===== src/rtl/crxe_pkg.sv =====
// Constants, register map and types for the CAN receive exception and RAM fault block
// Function
// - FD CRC is computed without any stuff-bit count; classical CRC is unchanged.
// - Receive error counter and error-passive flag are readable by software.
// - Error passive with counter at 127 may flag a RAM failure at frame end.
// - RAM failure flag with its enable set raises the host interrupt.
// - Unless disabled, recessive FDF then recessive res enters bus integration.
// - Bus integration ends after 11 consecutive recessive bits.
// - After an exception, recessive counting starts only after one dominant bit.
// - Store not granted in time drops that message at the next frame, sets failure flag.
// - After such a failure the following stored element may be inconsistent.
// - A programmable RAM watchdog sets its flag when the arbiter answers too late.
// - Clearing the init control bit also enters the integration phase.
package crxe_pkg;
	localparam logic [7:0] ADDR_CTRL   = 8'h00;
	localparam logic [7:0] ADDR_ERR    = 8'h04;
	localparam logic [7:0] ADDR_IRQ_ST = 8'h08;
	localparam logic [7:0] ADDR_IRQ_CL = 8'h0c;
	localparam logic [7:0] ADDR_IRQ_EN = 8'h10;
	localparam logic [7:0] ADDR_WDOG   = 8'h14;
	localparam logic [7:0] ADDR_STATE  = 8'h18;
	localparam int CTRL_INIT  = 0;
	localparam int CTRL_PXHD  = 1;
	localparam int IRQ_MRAF   = 0;
	localparam int IRQ_WDI    = 1;
	localparam int IRQ_PXE    = 2;
	localparam int IRQ_N      = 3;
	localparam logic [1:0] CTRL_RESET = 2'h1;
	localparam logic [7:0] WDOG_RESET = 8'h00;
	localparam logic [3:0] INTEG_BITS = 4'hb;
	localparam logic [8:0] REC_MAX_ACTIVE = 9'h07f;
	localparam logic [8:0] REC_CEIL       = 9'h0ff;
	localparam logic [1:0] RESP_OKAY   = 2'h0;
	localparam logic [1:0] RESP_SLVERR = 2'h2;
	localparam logic [14:0] CRC15_POLY = 15'h4599;
	localparam logic [16:0] CRC17_POLY = 17'h1685b;
	localparam logic [20:0] CRC21_POLY = 21'h102899;
	typedef enum logic [1:0] {ST_INIT, ST_WAIT_DOM, ST_INTEG, ST_ACTIVE} crxe_state_t;
endpackage : crxe_pkg


===== src/rtl/crxe_crc.sv =====
// Serial CAN CRC register of selectable width and polynomial
`timescale 1ns/1ps
`default_nettype none
module crxe_crc #(
	parameter int             W    = 15,
	parameter logic [W-1:0]   POLY = '0
) (
	// Clock and reset
	input  wire logic         aclk,
	input  wire logic         aresetn,
	// Bit feed
	input  wire logic         restart,
	input  wire logic         bit_en,
	input  wire logic         bit_val,
	// Result
	output logic [W-1:0]      crc
);
	logic fb;
	assign fb = bit_val ^ crc[W-1];

	// Only the bits offered by bit_en enter; no stuff count is folded
	always_ff @(posedge aclk) begin
		if (!aresetn || restart) begin
			crc <= '0;
		end else if (bit_en) begin
			crc <= {crc[W-2:0], 1'b0} ^ (fb ? POLY : '0);
		end
	end
endmodule : crxe_crc
`default_nettype wire


===== src/rtl/crxe_top.sv =====
// Receive exception handling, bus integration and Message RAM fault logic
`timescale 1ns/1ps
`default_nettype none
module crxe_top import crxe_pkg::*; #(
	parameter int WDOG_W        = 8,
	parameter bit SPURIOUS_MRAF = 1'b1
) (
	// Clock and reset
	input  wire logic        aclk,
	input  wire logic        aresetn,
	// AXI4-Lite write
	input  wire logic [7:0]  awaddr,
	input  wire logic        awvalid,
	output logic             awready,
	input  wire logic [31:0] wdata,
	input  wire logic [3:0]  wstrb,
	input  wire logic        wvalid,
	output logic             wready,
	output logic [1:0]       bresp,
	output logic             bvalid,
	input  wire logic        bready,
	// AXI4-Lite read
	input  wire logic [7:0]  araddr,
	input  wire logic        arvalid,
	output logic             arready,
	output logic [31:0]      rdata,
	output logic [1:0]       rresp,
	output logic             rvalid,
	input  wire logic        rready,
	// Sampled CAN bits, 1 is recessive
	input  wire logic        bit_strobe,
	input  wire logic        rx_bit,
	input  wire logic        crc_bit_en,
	input  wire logic        crc_restart,
	// Frame decoder events
	input  wire logic        fdf_res_recessive,
	input  wire logic        frame_start,
	input  wire logic        frame_end,
	// Error counter events
	input  wire logic        rec_inc1,
	input  wire logic        rec_inc8,
	input  wire logic        rec_dec,
	input  wire logic        tec_passive,
	// Rx handler and RAM arbiter
	input  wire logic        store_req,
	output logic             ram_req,
	input  wire logic        ram_gnt,
	output logic             msg_drop,
	// Status
	output logic             bus_integrating,
	output logic             bus_active,
	output logic [14:0]      crc15,
	output logic [16:0]      crc17,
	output logic [20:0]      crc21,
	output logic             irq
);
	crxe_state_t       state;
	logic [3:0]        rcnt;
	logic [1:0]        ctrl;
	logic [8:0]        rec;
	logic [IRQ_N-1:0]  irq_status;
	logic [IRQ_N-1:0]  irq_enable;
	logic [IRQ_N-1:0]  irq_set;
	logic [IRQ_N-1:0]  irq_clr;
	logic [WDOG_W-1:0] wdog_delay;
	logic [WDOG_W-1:0] wd_cnt;
	logic              wd_fired;
	logic              fail_pend;
	logic              suspect;
	logic              in_frame;
	logic              aw_full;
	logic              w_full;
	logic [7:0]        aw_addr;
	logic [31:0]       w_data;
	logic              w_lane0;
	logic              do_wr;
	logic              init_bit;
	logic              pxhd;
	logic              error_passive;
	logic [6:0]        rx_count;
	logic              pxe;
	logic              timeout;
	logic              spurious;
	logic              store_pend_q;

	assign init_bit = ctrl[CTRL_INIT];
	assign pxhd     = ctrl[CTRL_PXHD];
	// Counter is shown saturated at 127; passive state carries the rest
	assign error_passive = (rec > REC_MAX_ACTIVE) || tec_passive;
	assign rx_count      = (rec > REC_MAX_ACTIVE) ? REC_MAX_ACTIVE[6:0] : rec[6:0];

	// ---------------- AXI4-Lite slave ----------------
	assign awready = !aw_full && !bvalid;
	assign wready  = !w_full && !bvalid;
	assign arready = !rvalid;
	assign do_wr   = aw_full && w_full && !bvalid;

	always_ff @(posedge aclk) begin
		if (!aresetn) begin
			aw_full <= 1'b0;
			aw_addr <= 8'h00;
		end else if (awvalid && awready) begin
			aw_full <= 1'b1;
			aw_addr <= awaddr;
		end else if (do_wr) begin
			aw_full <= 1'b0;
		end
	end

	always_ff @(posedge aclk) begin
		if (!aresetn) begin
			w_full  <= 1'b0;
			w_data  <= 32'h0000_0000;
			w_lane0 <= 1'b0;
		end else if (wvalid && wready) begin
			w_full  <= 1'b1;
			w_data  <= wdata;
			w_lane0 <= wstrb[0];
		end else if (do_wr) begin
			w_full <= 1'b0;
		end
	end

	always_ff @(posedge aclk) begin
		if (!aresetn) begin
			bvalid <= 1'b0;
			bresp  <= RESP_OKAY;
		end else if (do_wr) begin
			bvalid <= 1'b1;
			unique case (aw_addr)
				ADDR_CTRL, ADDR_ERR, ADDR_IRQ_ST, ADDR_IRQ_CL, ADDR_IRQ_EN, ADDR_WDOG, ADDR_STATE: bresp <= RESP_OKAY;
				default: bresp <= RESP_SLVERR;
			endcase
		end else if (bready) begin
			bvalid <= 1'b0;
		end
	end

	// All fields sit in byte lane 0
	always_ff @(posedge aclk) begin
		if (!aresetn) begin
			ctrl       <= CTRL_RESET;
			irq_enable <= '0;
			wdog_delay <= WDOG_RESET[WDOG_W-1:0];
		end else if (do_wr && w_lane0) begin
			if (aw_addr == ADDR_CTRL) begin
				ctrl <= w_data[1:0];
			end
			if (aw_addr == ADDR_IRQ_EN) begin
				irq_enable <= w_data[IRQ_N-1:0];
			end
			if (aw_addr == ADDR_WDOG) begin
				wdog_delay <= w_data[WDOG_W-1:0];
			end
		end
	end

	assign irq_clr = (do_wr && w_lane0 && aw_addr == ADDR_IRQ_CL) ? w_data[IRQ_N-1:0] : '0;

	always_ff @(posedge aclk) begin
		if (!aresetn) begin
			rvalid <= 1'b0;
			rresp  <= RESP_OKAY;
			rdata  <= 32'h0000_0000;
		end else if (arvalid && arready) begin
			rvalid <= 1'b1;
			rresp  <= RESP_OKAY;
			rdata  <= 32'h0000_0000;
			unique case (araddr)
				ADDR_CTRL:   rdata[1:0] <= ctrl;
				ADDR_ERR:    rdata[7:0] <= {error_passive, rx_count};
				ADDR_IRQ_ST: rdata[IRQ_N-1:0] <= irq_status;
				ADDR_IRQ_CL: rdata <= 32'h0000_0000;
				ADDR_IRQ_EN: rdata[IRQ_N-1:0] <= irq_enable;
				ADDR_WDOG:   rdata[WDOG_W-1:0] <= wdog_delay;
				ADDR_STATE:  rdata[5:0] <= {suspect, ram_req, state == ST_ACTIVE, state == ST_WAIT_DOM,
					state == ST_INTEG, state == ST_INIT};
				default:     rresp <= RESP_SLVERR;
			endcase
		end else if (rready) begin
			rvalid <= 1'b0;
		end
	end

	// ---------------- Bus integration ----------------
	assign pxe = (state == ST_ACTIVE) && fdf_res_recessive && !pxhd;

	always_ff @(posedge aclk) begin
		if (!aresetn) begin
			state <= ST_INIT;
			rcnt  <= 4'h0;
		end else if (init_bit) begin
			state <= ST_INIT;
			rcnt  <= 4'h0;
		end else begin
			unique case (state)
				ST_INIT: begin
					state <= ST_INTEG;
					rcnt  <= 4'h0;
				end
				ST_WAIT_DOM: begin
					// Counting waits for a dominant bit first
					if (bit_strobe && !rx_bit) begin
						state <= ST_INTEG;
						rcnt  <= 4'h0;
					end
				end
				ST_INTEG: begin
					if (bit_strobe) begin
						if (!rx_bit) begin
							rcnt <= 4'h0;
						end else if (rcnt == INTEG_BITS - 4'h1) begin
							state <= ST_ACTIVE;
							rcnt  <= 4'h0;
						end else begin
							rcnt <= rcnt + 4'h1;
						end
					end
				end
				ST_ACTIVE: begin
					if (pxe) begin
						state <= ST_WAIT_DOM;
					end
				end
			endcase
		end
	end

	assign bus_integrating = (state == ST_INTEG) || (state == ST_WAIT_DOM);
	assign bus_active      = (state == ST_ACTIVE);

	// ---------------- Receive error counter ----------------
	// Above 127 a good frame drops the counter back to 127
	always_ff @(posedge aclk) begin
		if (!aresetn) begin
			rec <= 9'h000;
		end else if (rec_dec) begin
			if (rec > REC_MAX_ACTIVE) begin
				rec <= REC_MAX_ACTIVE;
			end else if (rec != 9'h000) begin
				rec <= rec - 9'h001;
			end
		end else if (rec_inc8) begin
			rec <= (rec > REC_CEIL - 9'h008) ? REC_CEIL : rec + 9'h008;
		end else if (rec_inc1 && rec != REC_CEIL) begin
			rec <= rec + 9'h001;
		end
	end

	always_ff @(posedge aclk) begin
		if (!aresetn) begin
			in_frame <= 1'b0;
		end else if (frame_start) begin
			in_frame <= 1'b1;
		end else if (frame_end) begin
			in_frame <= 1'b0;
		end
	end

	// Kept on purpose so firmware sees the same flag pattern as the silicon
	assign spurious = SPURIOUS_MRAF && in_frame && frame_end && error_passive && rx_count == REC_MAX_ACTIVE[6:0];

	// ---------------- RAM request, watchdog and failure ----------------
	// Only a waiting store requests; a pending failure must not keep the arbiter busy
	assign ram_req = store_pend_q;

	always_ff @(posedge aclk) begin
		if (!aresetn) begin
			store_pend_q <= 1'b0;
		end else if (ram_req && ram_gnt) begin
			store_pend_q <= 1'b0;
		end else if (store_req) begin
			store_pend_q <= 1'b1;
		end
	end

	assign timeout = store_pend_q && !ram_gnt && !wd_fired && wdog_delay != '0
		&& wd_cnt == wdog_delay - 1'b1;

	always_ff @(posedge aclk) begin
		if (!aresetn) begin
			wd_cnt   <= '0;
			wd_fired <= 1'b0;
		end else if (!store_pend_q || ram_gnt) begin
			wd_cnt   <= '0;
			wd_fired <= 1'b0;
		end else if (timeout) begin
			wd_fired <= 1'b1;
		end else if (!wd_fired) begin
			wd_cnt <= wd_cnt + 1'b1;
		end
	end

	// Late store is not withdrawn; the message is given up at the next frame
	always_ff @(posedge aclk) begin
		if (!aresetn) begin
			fail_pend <= 1'b0;
			msg_drop  <= 1'b0;
		end else begin
			msg_drop <= frame_start && fail_pend;
			if (timeout) begin
				fail_pend <= 1'b1;
			end else if (frame_start) begin
				fail_pend <= 1'b0;
			end
		end
	end

	// Next element may be half written; cleared by a store granted in time
	always_ff @(posedge aclk) begin
		if (!aresetn) begin
			suspect <= 1'b0;
		end else if (frame_start && fail_pend) begin
			suspect <= 1'b1;
		end else if (store_pend_q && ram_gnt && !wd_fired && !fail_pend) begin
			suspect <= 1'b0;
		end
	end

	// ---------------- Interrupts ----------------
	assign irq_set[IRQ_MRAF] = (frame_start && fail_pend) || spurious;
	assign irq_set[IRQ_WDI]  = timeout;
	assign irq_set[IRQ_PXE]  = pxe;

	// A set in the same cycle as its clear wins
	always_ff @(posedge aclk) begin
		if (!aresetn) begin
			irq_status <= '0;
		end else begin
			irq_status <= (irq_status & ~irq_clr) | irq_set;
		end
	end

	assign irq = |(irq_status & irq_enable);

	// ---------------- CRC units ----------------
	crxe_crc #(.W(15), .POLY(CRC15_POLY)) u_crc15 (.aclk(aclk), .aresetn(aresetn), .restart(crc_restart),
		.bit_en(bit_strobe && crc_bit_en), .bit_val(rx_bit), .crc(crc15));
	crxe_crc #(.W(17), .POLY(CRC17_POLY)) u_crc17 (.aclk(aclk), .aresetn(aresetn), .restart(crc_restart),
		.bit_en(bit_strobe && crc_bit_en), .bit_val(rx_bit), .crc(crc17));
	crxe_crc #(.W(21), .POLY(CRC21_POLY)) u_crc21 (.aclk(aclk), .aresetn(aresetn), .restart(crc_restart),
		.bit_en(bit_strobe && crc_bit_en), .bit_val(rx_bit), .crc(crc21));
endmodule : crxe_top
`default_nettype wire


===== config.mk =====
export PLATFORM = sky130hd
export DESIGN_NAME = crxe_top
export DESIGN_NICKNAME = d
export VERILOG_FILES = /design/src/rtl/crxe_pkg.sv /design/src/rtl/crxe_crc.sv /design/src/rtl/crxe_top.sv
export SDC_FILE = /design/constraint.sdc
export NUM_CORES = 1
export LEC_CHECK = 0
export BUFFER_PORTS_ARGS = -buffer_cell sky130_fd_sc_hd__clkbuf_2
export CORE_ASPECT_RATIO = 1.2
export CORE_MARGIN = 10
export CORE_UTILIZATION = 50
export CTS_BUF_LIST = sky130_fd_sc_hd__clkbuf_4 sky130_fd_sc_hd__clkbuf_8
export CTS_CLUSTER_SIZE = 24
export DETAILED_ROUTE_END_ITERATION = 16
export GPL_TIMING_DRIVEN = 1
export MAX_ROUTING_LAYER = met4
export PLACE_DENSITY = 0.76
export REMOVE_ABC_BUFFERS = 1
export SLEW_MARGIN = 20
export SYNTH_ARGS = -nofsm -noshare
export SYNTH_HDL_FRONTEND = slang
export SYNTH_HIERARCHICAL = 1
export SYNTH_SLANG_ARGS = --single-unit

===== constraint.sdc =====
create_clock -name aclk -period 4.7 [get_ports aclk]
set_input_delay 0.47 -clock aclk [delete_from_list [all_inputs] [get_ports aclk]]
set_output_delay 0.47 -clock aclk [all_outputs]
set_load 0.05 [all_outputs]

==> results of run 1 <==
==> report_power, final <==
| group | internal [mW] | leakage, nW | switching, mW |
|---|---|---|---|
| Clock | 0.440 | 0.182 | 0.477 |
| Sequential | 1.13 | 1.05 | 0.0631 |
| Combinational | 0.118 | 1.99 | 0.269 |
==> metal layers <==
layer | global-route usage | up-vias | routed length (µm)
met5 | - | - | 0
met4 | 0.0513 | 0 | 280
met3 | 0.0497 | 20 | 1050
met2 | 0.266 | 178 | 7500
met1 | 0.224 | 2669 | 7770
li1 | - | 2982 | -
==> flip-flops by register name, indices dropped and copies added, names as in the netlist, 2 cells and up <==
signal and flops:
u_crc21/crc 21, rec 9, wd_cnt 8, w_data 8, irq_enable 3, aw_addr 8, u_crc15/crc 15, irq_status 3
wdog_delay 8, rcnt 4, ctrl 2, state 2, u_crc17/crc 17, rdata 8
==> logic make-up after synthesis <==
logic type / synth area share
compound gates: 0.145
xor+xnor: 0.0299
fa+ha+maj: 0.0297
buf+inv: 0.0727
flops: 0.384
mux: 0.0829
other cells: 0.000557
simple gates: 0.255
==> cell usage in the layout, fill, tap and decap left out, types with 6 or more instances in the layout <==
master,count
dfxtp_1,129
clkbuf_2,117
nand2_1,90
nor2_1,88
mux2i_1,52
a21oi_1,52
nand3_1,31
o21ai_0,26
conb_1,26
inv_1,21
nand3b_1,21
nand4b_1,21
nand4_1,18
clkbuf_8,17
ha_1,16
xor2_1,14
nand2b_1,11
nor3_1,9
xnor2_1,9
a211oi_1,9
or2_2,8
and2_1,8
nor2b_1,7
a22oi_1,7
and3_1,6
==> worst max-delay path, delay by kind of cell, from the launching register on <==
family | cells | cell delay, ps
DFF | 1 | 570
adders and majority gates | 1 | 290
and+or+nand+nor | 3 | 570
muxes | 1 | 230
AOI/OAI and AO/OA | 2 | 880
==> cell type report <==
| type | count | area, µm² | share of cell area |
|---|---|---|---|
| flip-flops and latches | 129 | 2580 | 0.340 |
| multi-input cells | 607 | 3760 | 0.494 |
| repair buffers | 118 | 593 | 0.0780 |
| clock inverters | 13 | 129 | 0.0169 |
| well taps | 168 | 210 | 0.0276 |
| clock buffers | 19 | 249 | 0.0327 |
| inverters | 22 | 82.6 | 0.0109 |
==> final timing paths <==
path	startpoint	endpoint	slack, ps
worst max-delay path	rec[4]$_SDFFE_PN0P_	rec[1]$_SDFFE_PN0P_	2010
worst min-delay path	wdata[2]	w_data[2]$_SDFFE_PN0P_	250
worst max register to register	rec[4]$_SDFFE_PN0P_	rec[1]$_SDFFE_PN0P_	2010
worst min register to register	w_data[4]$_SDFFE_PN0P_	w_data[4]$_SDFFE_PN0P_	460
==> stage by stage <==
step / power, mW / hold slack [ps] / worst slack (ps)
finish: 2.50 / 252 / 2010
global route: 2.62 / 221 / 1720
CTS: 2.52 / 224 / 2040
detailed placement: 1.60 / 447 / 2070
global placement: 1.60 / 440 / 2060
floorplan: 1.49 / 431 / 1830
==> results.json, run 1 <==
{
  "async_reset_ff_frac": 0,
  "grt_start_max_net_pins": 94,
  "end_kind": "flop",
  "finClkSkew_ps": 12.4,
  "io_pins": 171,
  "rsz0062_at_grt": "false",
  "viasPerCell": 5.44,
  "p_leak_nw": 3.22,
  "dp_cells": 1044,
  "post-route-cell-area_um2": 7600,
  "critical_path.max_stage_delay_ps": 570,
  "place.gp.congestion": 0.908,
  "fp.dieH_um": 147,
  "die-area_um2": 18500,
  "synth.area.top_cells": "dfxtp_1, mux2i_1, nand2_1",
  "cts_hold_buf": 0,
  "initial_utilization": 0.509,
  "drtPass1Iterations": 5,
  "cts_max_level": 4,
  "syn_to_final_growth_pct": 13.0,
  "dp_hpwl_mm": 12.1,
  "cp_slowest_cell": "dfxtp_1",
  "synth_edf_count": 0,
  "synth_cell_types": 69,
  "critPathMaxFanout": 13,
  "path_class": "flop to flop",
  "worst_ep_arrival_time_ps": 2980,
  "critical_path_required_ps": 4990,
  "syn_inst": 802,
  "synth_flop_cell": "dfxtp_1",
  "core_um2": 13200,
  "cts_resized": 0,
  "drc": 0,
  "die_w_um": 126,
  "reg2reg_depth": 7,
  "antenna_found_initial": 0,
  "wire_per_inst_um": 15.4,
  "clk_pin_slew_ps": 90,
  "grt_overflow": 0,
  "io_buffers": 117,
  "post-route-min-period_ps": 2690,
  "fin_crit_sh": 0.573,
  "drv_cap": 0,
  "cts.sinks": 129,
  "seq_area_frac_synth": 0.384,
  "min_path_cells": 3,
  "synth_top_cell_by_area": "dfxtp_1",
  "ir_worst_vdd_uv": 246,
  "synthTopCellsByCount": "dfxtp_1, nand2_1, nor2_1, a21oi_1, mux2i_1",
  "synth.avg_cell_area_um2": 8.39,
  "grt_pass1_wl_mm": 27.0,
  "ys_warn_count": 6,
  "vias": 5849,
  "final_cells": 1076,
  "nets": 983,
  "synth.top_cell.area_share": 0.384,
  "postCtsSetupBuffers": 0,
  "cts_tree": "yes",
  "drive_above_1_share": 0.191,
  "wirelength_mm": 16.6,
  "p_per_area_nw_per_um2": 329,
  "synth_most_common_cell": "dfxtp_1",
  "cts_root_buf": "clkbuf_8",
  "setup_viol": 0,
  "grt_pass1_vias": 5523,
  "status": "completed",
  "diodes": 0,
  "drt_iter0_drc": 462,
  "post_dp_cell_area_um2": 7220,
  "clock_latency_ps": 430,
  "ys_ff_latch": 129,
  "grtUsageTotal": 0.176,
  "row_count": 46,
  "fill_cells": 1272,
  "ant_nets": 0,
  "fmaxAchievable_mhz": 371,
  "critPathLaunchType": "flop",
  "worstHoldPathType": "input pin to flop",
  "worst_slew_pin_slew_ps": 1020,
  "slew_headroom": 0.321,
  "clockBufferDepth": 2,
  "fin_tns_setup_ps": 0,
  "cts_made_buffers": 17,
  "synth_area_um2": 6730,
  "crit_chain": "ha_1 > nand3_1 > a211oi_1 > o31a_1 > nor2b_1 > mux2i_1 > nor2_1",
  "finish.utilization": 0.574,
  "drv_slew": 0,
  "hold_violations": 0
}
Power figures use the tool's default switching activity.
==> run 2, diff against run 1 <==
==> constraint.sdc (replaced) <==
create_clock -name aclk -period 2.8 [get_ports aclk]
set_input_delay 0.28 -clock aclk [delete_from_list [all_inputs] [get_ports aclk]]
set_output_delay 0.28 -clock aclk [all_outputs]
set_load 0.05 [all_outputs]
==> run 2 against run 1 <==
Net effect:
- die area did not move
- core utilization rose by 0.69 points
- count of clock-buffer cells in the layout rose by 2
- register-to-register slack got worse by 1800 ps
- largest power group unchanged
==> results.json, run 2 (synthesis gave the netlist of run 1 again) <==
{
  "grt_pass1_vias": 5655,
  "final_common_cell": "dfxtp_1",
  "initial_utilization": 0.509,
  "drv_cap": 0,
  "clock_latency_ps": 430,
  "die-area_um2": 18500,
  "largest_reg_flops": 21,
  "wirelength_mm": 16.9,
  "core_um2": 13200,
  "met1_usage": 0.234,
  "postCtsSetupBuffers": 0,
  "busiest_layer": "met2",
  "grtUsageMet3": 0.0490,
  "worst_ep_arrival_time_ps": 3000,
  "end_kind": "flop",
  "drv_slew": 0,
  "drive_above_1_share": 0.196,
  "cts_resized": 0,
  "hold_start": "awaddr[6]",
  "finClkSkew_ps": 6.72,
  "status": "completed",
  "fin_tns_setup_ps": 0,
  "cts_made_buffers": 17,
  "drt_iter0_drc": 527,
  "post-route-min-period_ps": 2620,
  "io_pins": 171,
  "row_count": 46,
  "min_path_cells": 3,
  "r2r-end": "fail_pend$_SDFFE_PN0P_",
  "power.net_switching_mw": 1.26,
  "fmaxAchievable_mhz": 382,
  "dp_hpwl_mm": 12.4,
  "cts_hold_buf": 0,
  "combPwrFrac": 0.156,
  "vias": 5902,
  "cts_root_buf": "clkbuf_8",
  "cts.sinks": 129,
  "rsz0062_at_grt": "false",
  "holdWs_ps": 58.3,
  "cts_tree": "yes",
  "final_cells": 1083,
  "grtUsageTotal": 0.185,
  "post_dp_cell_area_um2": 7300,
  "setup_viol": 0,
  "wire_per_inst_um": 15.6,
  "clkPwrFrac": 0.369,
  "fp.dieH_um": 147,
  "io_buffers": 117,
  "antenna_found_initial": 0,
  "syn_to_final_growth_pct": 14.3,
  "p_leak_nw": 3.28,
  "critical_path_required_ps": 3180,
  "slew_headroom": 0.511,
  "layout_common_cells": "dfxtp_1, clkbuf_2, nand2_1",
  "reg_top3": "u_crc21/crc x21, u_crc17/crc x17, u_crc15/crc x15",
  "clk_pin_slew_ps": 70,
  "ir_worst_vdd_uv": 336,
  "grt_overflow": 0,
  "largest-register": "u_crc21/crc",
  "critPathLaunchType": "flop",
  "drc": 0,
  "worst_slew_pin_slew_ps": 728,
  "intPower_mw": 2.96,
  "hold_violations": 0,
  "grt_start_max_net_pins": 94,
  "pwr-share-seq": 0.475,
  "clockBufferDepth": 2,
  "post-route-cell-area_um2": 7700,
  "drtPass1Iterations": 5,
  "die_w_um": 126,
  "ant_nets": 0,
  "dp_cells": 1053,
  "reg2reg_depth": 8,
  "p_per_area_nw_per_um2": 549,
  "nets": 992,
  "finish.utilization": 0.581,
  "grt_pass1_wl_mm": 28.2,
  "path_class": "flop to flop",
  "worstHoldPathType": "input pin to flop",
  "met2_usage": 0.279,
  "r2r_start": "wdog_delay[0]$_SDFFE_PN0P_",
  "cts_max_level": 4,
  "place.gp.congestion": 0.932,
  "viasPerCell": 5.45,
  "critPathMaxFanout": 6,
  "reg2reg_slack_ps": 180,
  "diodes": 0,
  "switching_share": 0.298,
  "fin_crit_sh": 0.934,
  "holdPathEnd": "aw_addr[6]$_SDFFE_PN0P_"
}
==> run 2: critical path, cell delays in order, from the launching register on <==
cell,delay [ps]
dfxtp_1,360
inv_1,70
ha_1,190
or4b_4,510
mux2_4,320
o311a_4,370
or2_1,270
a21oi_1,280
o21a_1,180
==> run 2: through the flow <==
step	worst slack (ps)	power (mW)
floorplan	120	2.50
global route	77.2	4.44
finish	184	4.23
detailed placement	223	2.70
global placement	280	2.69
CTS	188	4.26
==> run 2: final cells by class <==
type / instances / area [µm²]
Timing Repair Buffer: 127 / 673
Tap cell: 168 / 210
Fill cell: 1229 / 5540
Inverter: 22 / 82.6
Clock inverter: 9 / 109
Multi-Input combinational cell: 607 / 3760
Sequential cell: 129 / 2580
Clock buffer: 21 / 283
==> run 2: power groups by stage <==
stage | registers [mW] | logic, mW | clock network, mW
global placement | 2.05 | 0.649 | 0
global route | 2.02 | 0.731 | 1.69
CTS | 2.00 | 0.655 | 1.61
finish | 2.01 | 0.658 | 1.56
floorplan | 2.07 | 0.433 | 0
detailed placement | 2.04 | 0.653 | 0
==> run 2: routing by layer <==
| layer | up-vias | routed length (µm) |
|---|---|---|
| li1 | 2996 | - |
| met1 | 2701 | 7870 |
| met2 | 186 | 7730 |
| met3 | 19 | 1070 |
| met4 | 0 | 227 |
| met5 | - | 0 |
==> run 2: worst max path at each step <==
| stage | start | end | slack (ps) | depth (start not counted) |
|---|---|---|---|---|
| final | wdog_delay[0]$_SDFFE_PN0P_ | fail_pend$_SDFFE_PN0P_ | 180 | 8 |
| after global routing | wdog_delay[0]$_SDFFE_PN0P_ | wd_cnt[1]$_SDFFE_PP0P_ | 80 | 8 |
| after CTS | wdog_delay[0]$_SDFFE_PN0P_ | fail_pend$_SDFFE_PN0P_ | 190 | 8 |
| after detailed placement | wdog_delay[0]$_SDFFE_PN0P_ | fail_pend$_SDFFE_PN0P_ | 220 | 8 |
| after global placement | wdog_delay[0]$_SDFFE_PN0P_ | fail_pend$_SDFFE_PN0P_ | 280 | 8 |
| after floorplan | crc_bit_en | u_crc15/crc[14]$_SDFFE_PP0P_ | 120 | 3 |
==> run 3, diff against run 2 <==
--- a/config.mk
+++ b/config.mk
@@ -8,13 +8,13 @@
 export BUFFER_PORTS_ARGS = -buffer_cell sky130_fd_sc_hd__clkbuf_2
 export CORE_ASPECT_RATIO = 1.2
 export CORE_MARGIN = 10
-export CORE_UTILIZATION = 50
+export CORE_UTILIZATION = 42
 export CTS_BUF_LIST = sky130_fd_sc_hd__clkbuf_4 sky130_fd_sc_hd__clkbuf_8
 export CTS_CLUSTER_SIZE = 24
 export DETAILED_ROUTE_END_ITERATION = 16
 export GPL_TIMING_DRIVEN = 1
 export MAX_ROUTING_LAYER = met4
-export PLACE_DENSITY = 0.76
+export PLACE_DENSITY = 0.66
 export REMOVE_ABC_BUFFERS = 1
 export SLEW_MARGIN = 20
 export SYNTH_ARGS = -nofsm -noshare
==> run 3 against run 2 <==
Net effect:
- maximum frequency is 2.4% higher
- count of clock-buffer cells in the layout shrank 2
- largest cell class unchanged
- clock power up 13%
- critical endpoint unchanged
==> results.json, run 3 (synthesis gave the netlist of run 1 again) <==
{
  "drt_iter0_drc": 361,
  "syn_to_final_growth_pct": 16.4,
  "fin_crit_sh": 0.913,
  "drv_slew": 0,
  "critPathMaxFanout": 5,
  "dp_hpwl_mm": 13.0,
  "worst_slew_pin_slew_ps": 692,
  "setup_viol": 0,
  "drtPass1Iterations": 6,
  "antenna_found_initial": 1,
  "fill_cells": 1613,
  "slew_headroom": 0.535,
  "place.gp.congestion": 0.913,
  "fmaxAchievable_mhz": 391,
  "fp.dieH_um": 159,
  "largest_reg_flops": 21,
  "drive_above_1_share": 0.202,
  "wire_per_inst_um": 15.4,
  "postCtsSetupBuffers": 0,
  "fin_tns_setup_ps": 0,
  "wirelength_mm": 17.4,
  "pre_cts_ws_ps": 242,
  "rsz0062_at_grt": "false",
  "worst_ep_arrival_time_ps": 2940,
  "path_class": "flop to flop",
  "cts_hold_buf": 0,
  "worstHoldPathType": "input pin to flop",
  "die_w_um": 136,
  "clockBufferDepth": 2,
  "finClkSkew_ps": 10.7,
  "final_common_cell": "dfxtp_1",
  "critical_path_required_ps": 3180,
  "grt_pass1_vias": 5588,
  "cts_max_level": 4,
  "die-area_um2": 21500,
  "post-route-min-period_ps": 2560,
  "crit_chain": "inv_1 > ha_1 > or4b_4 > mux2_4 > o311a_4 > or2_1 > a21oi_1 > o21a_1",
  "cts_resized": 0,
  "finish.utilization": 0.501,
  "layout_common_cells": "dfxtp_1, clkbuf_2, nand2_1",
  "io_buffers": 117,
  "reg_top3": "u_crc21/crc x21, u_crc17/crc x17, u_crc15/crc x15",
  "row_count": 50,
  "cts_root_buf": "clkbuf_8",
  "vias": 5984,
  "critical_path.max_stage_delay_ps": 510,
  "ir_worst_vdd_uv": 364,
  "nets": 997,
  "critPathLaunchType": "flop",
  "cts.sinks": 129,
  "clk_pin_slew_ps": 80,
  "viasPerCell": 5.29,
  "hold_violations": 0,
  "cp_slowest_cell": "or4b_4",
  "grt_overflow": 0,
  "largest-register": "u_crc21/crc",
  "clock_latency_ps": 440,
  "cts_made_buffers": 17,
  "setup_slack_ps": 245,
  "cts_tree": "yes",
  "status": "completed",
  "p_leak_nw": 3.33,
  "io_pins": 171,
  "p_per_area_nw_per_um2": 569,
  "drc": 0,
  "core_um2": 15600,
  "end_kind": "flop",
  "grt_start_max_net_pins": 74,
  "grt_pass1_wl_mm": 28.2,
  "initial_utilization": 0.430,
  "ant_nets": 0,
  "post-route-cell-area_um2": 7840,
  "grtUsageTotal": 0.163,
  "drv_cap": 0,
  "post_dp_cell_area_um2": 7390
}
==> run 3: final cells by class <==
| cell class | instances | area, µm² | area share |
|---|---|---|---|
| Antenna cell | 1 | 2.50 | 0.000319 |
| Clock buffer | 19 | 262 | 0.0334 |
| Clock inverter | 13 | 183 | 0.0233 |
| Inverter | 22 | 82.6 | 0.0105 |
| Multi-Input combinational cell | 607 | 3760 | 0.479 |
| Sequential cell | 129 | 2580 | 0.329 |
| Tap cell | 208 | 260 | 0.0332 |
| Timing Repair Buffer | 132 | 711 | 0.0907 |
==> run 3: path summary, 6_finish.rpt <==
| path | endpoint | slack, ps | start | cells after the start |
|---|---|---|---|---|
| worst max-delay path | fail_pend$_SDFFE_PN0P_ | 240 | wdog_delay[1]$_SDFFE_PN0P_ | 8 |
| worst min register to register | aw_addr[6]$_SDFFE_PN0P_ | 460 | aw_addr[6]$_SDFFE_PN0P_ | 2 |
| worst max register to register | fail_pend$_SDFFE_PN0P_ | 240 | wdog_delay[1]$_SDFFE_PN0P_ | 8 |
| worst min-delay path | rvalid$_SDFFE_PN0P_ | 40 | rready | 2 |
==> run 3: critical path: cells and delay by family (launching register included) <==
| family | cells | cell delay [ps] |
|---|---|---|
| AOI/OAI and AO/OA | 3 | 810 |
| and+or+nand+nor | 2 | 780 |
| DFF | 1 | 350 |
| muxes | 1 | 320 |
| adders and majority gates | 1 | 170 |
| buffers and inverters | 1 | 70 |
==> run 3: metrics by stage <==
stage                     instances  power (mW)  hold slack [ps]
after floorplan                 758        2.50              342
after global placement         1098        2.72              440
after detailed placement       1098        2.72              447
after CTS                      1130        4.50             10.5
after global routing           1131        4.66             28.5
final                          1131        4.46             44.7
==> run 3: report_power, final <==
part / switching (mW) / internal (mW)
combinational: 0.485 / 0.221
clock: 0.758 / 1.02
sequential: 0.0796 / 1.90
==> run 3: routing by layer <==
metal,part of all wire,track usage,up-vias
li1,-,-,3010
met1,0.46,0.202,2763
met2,0.45,0.250,188
met3,0.067,0.0435,23
met4,0.019,0.0601,0
met5,0,-,-
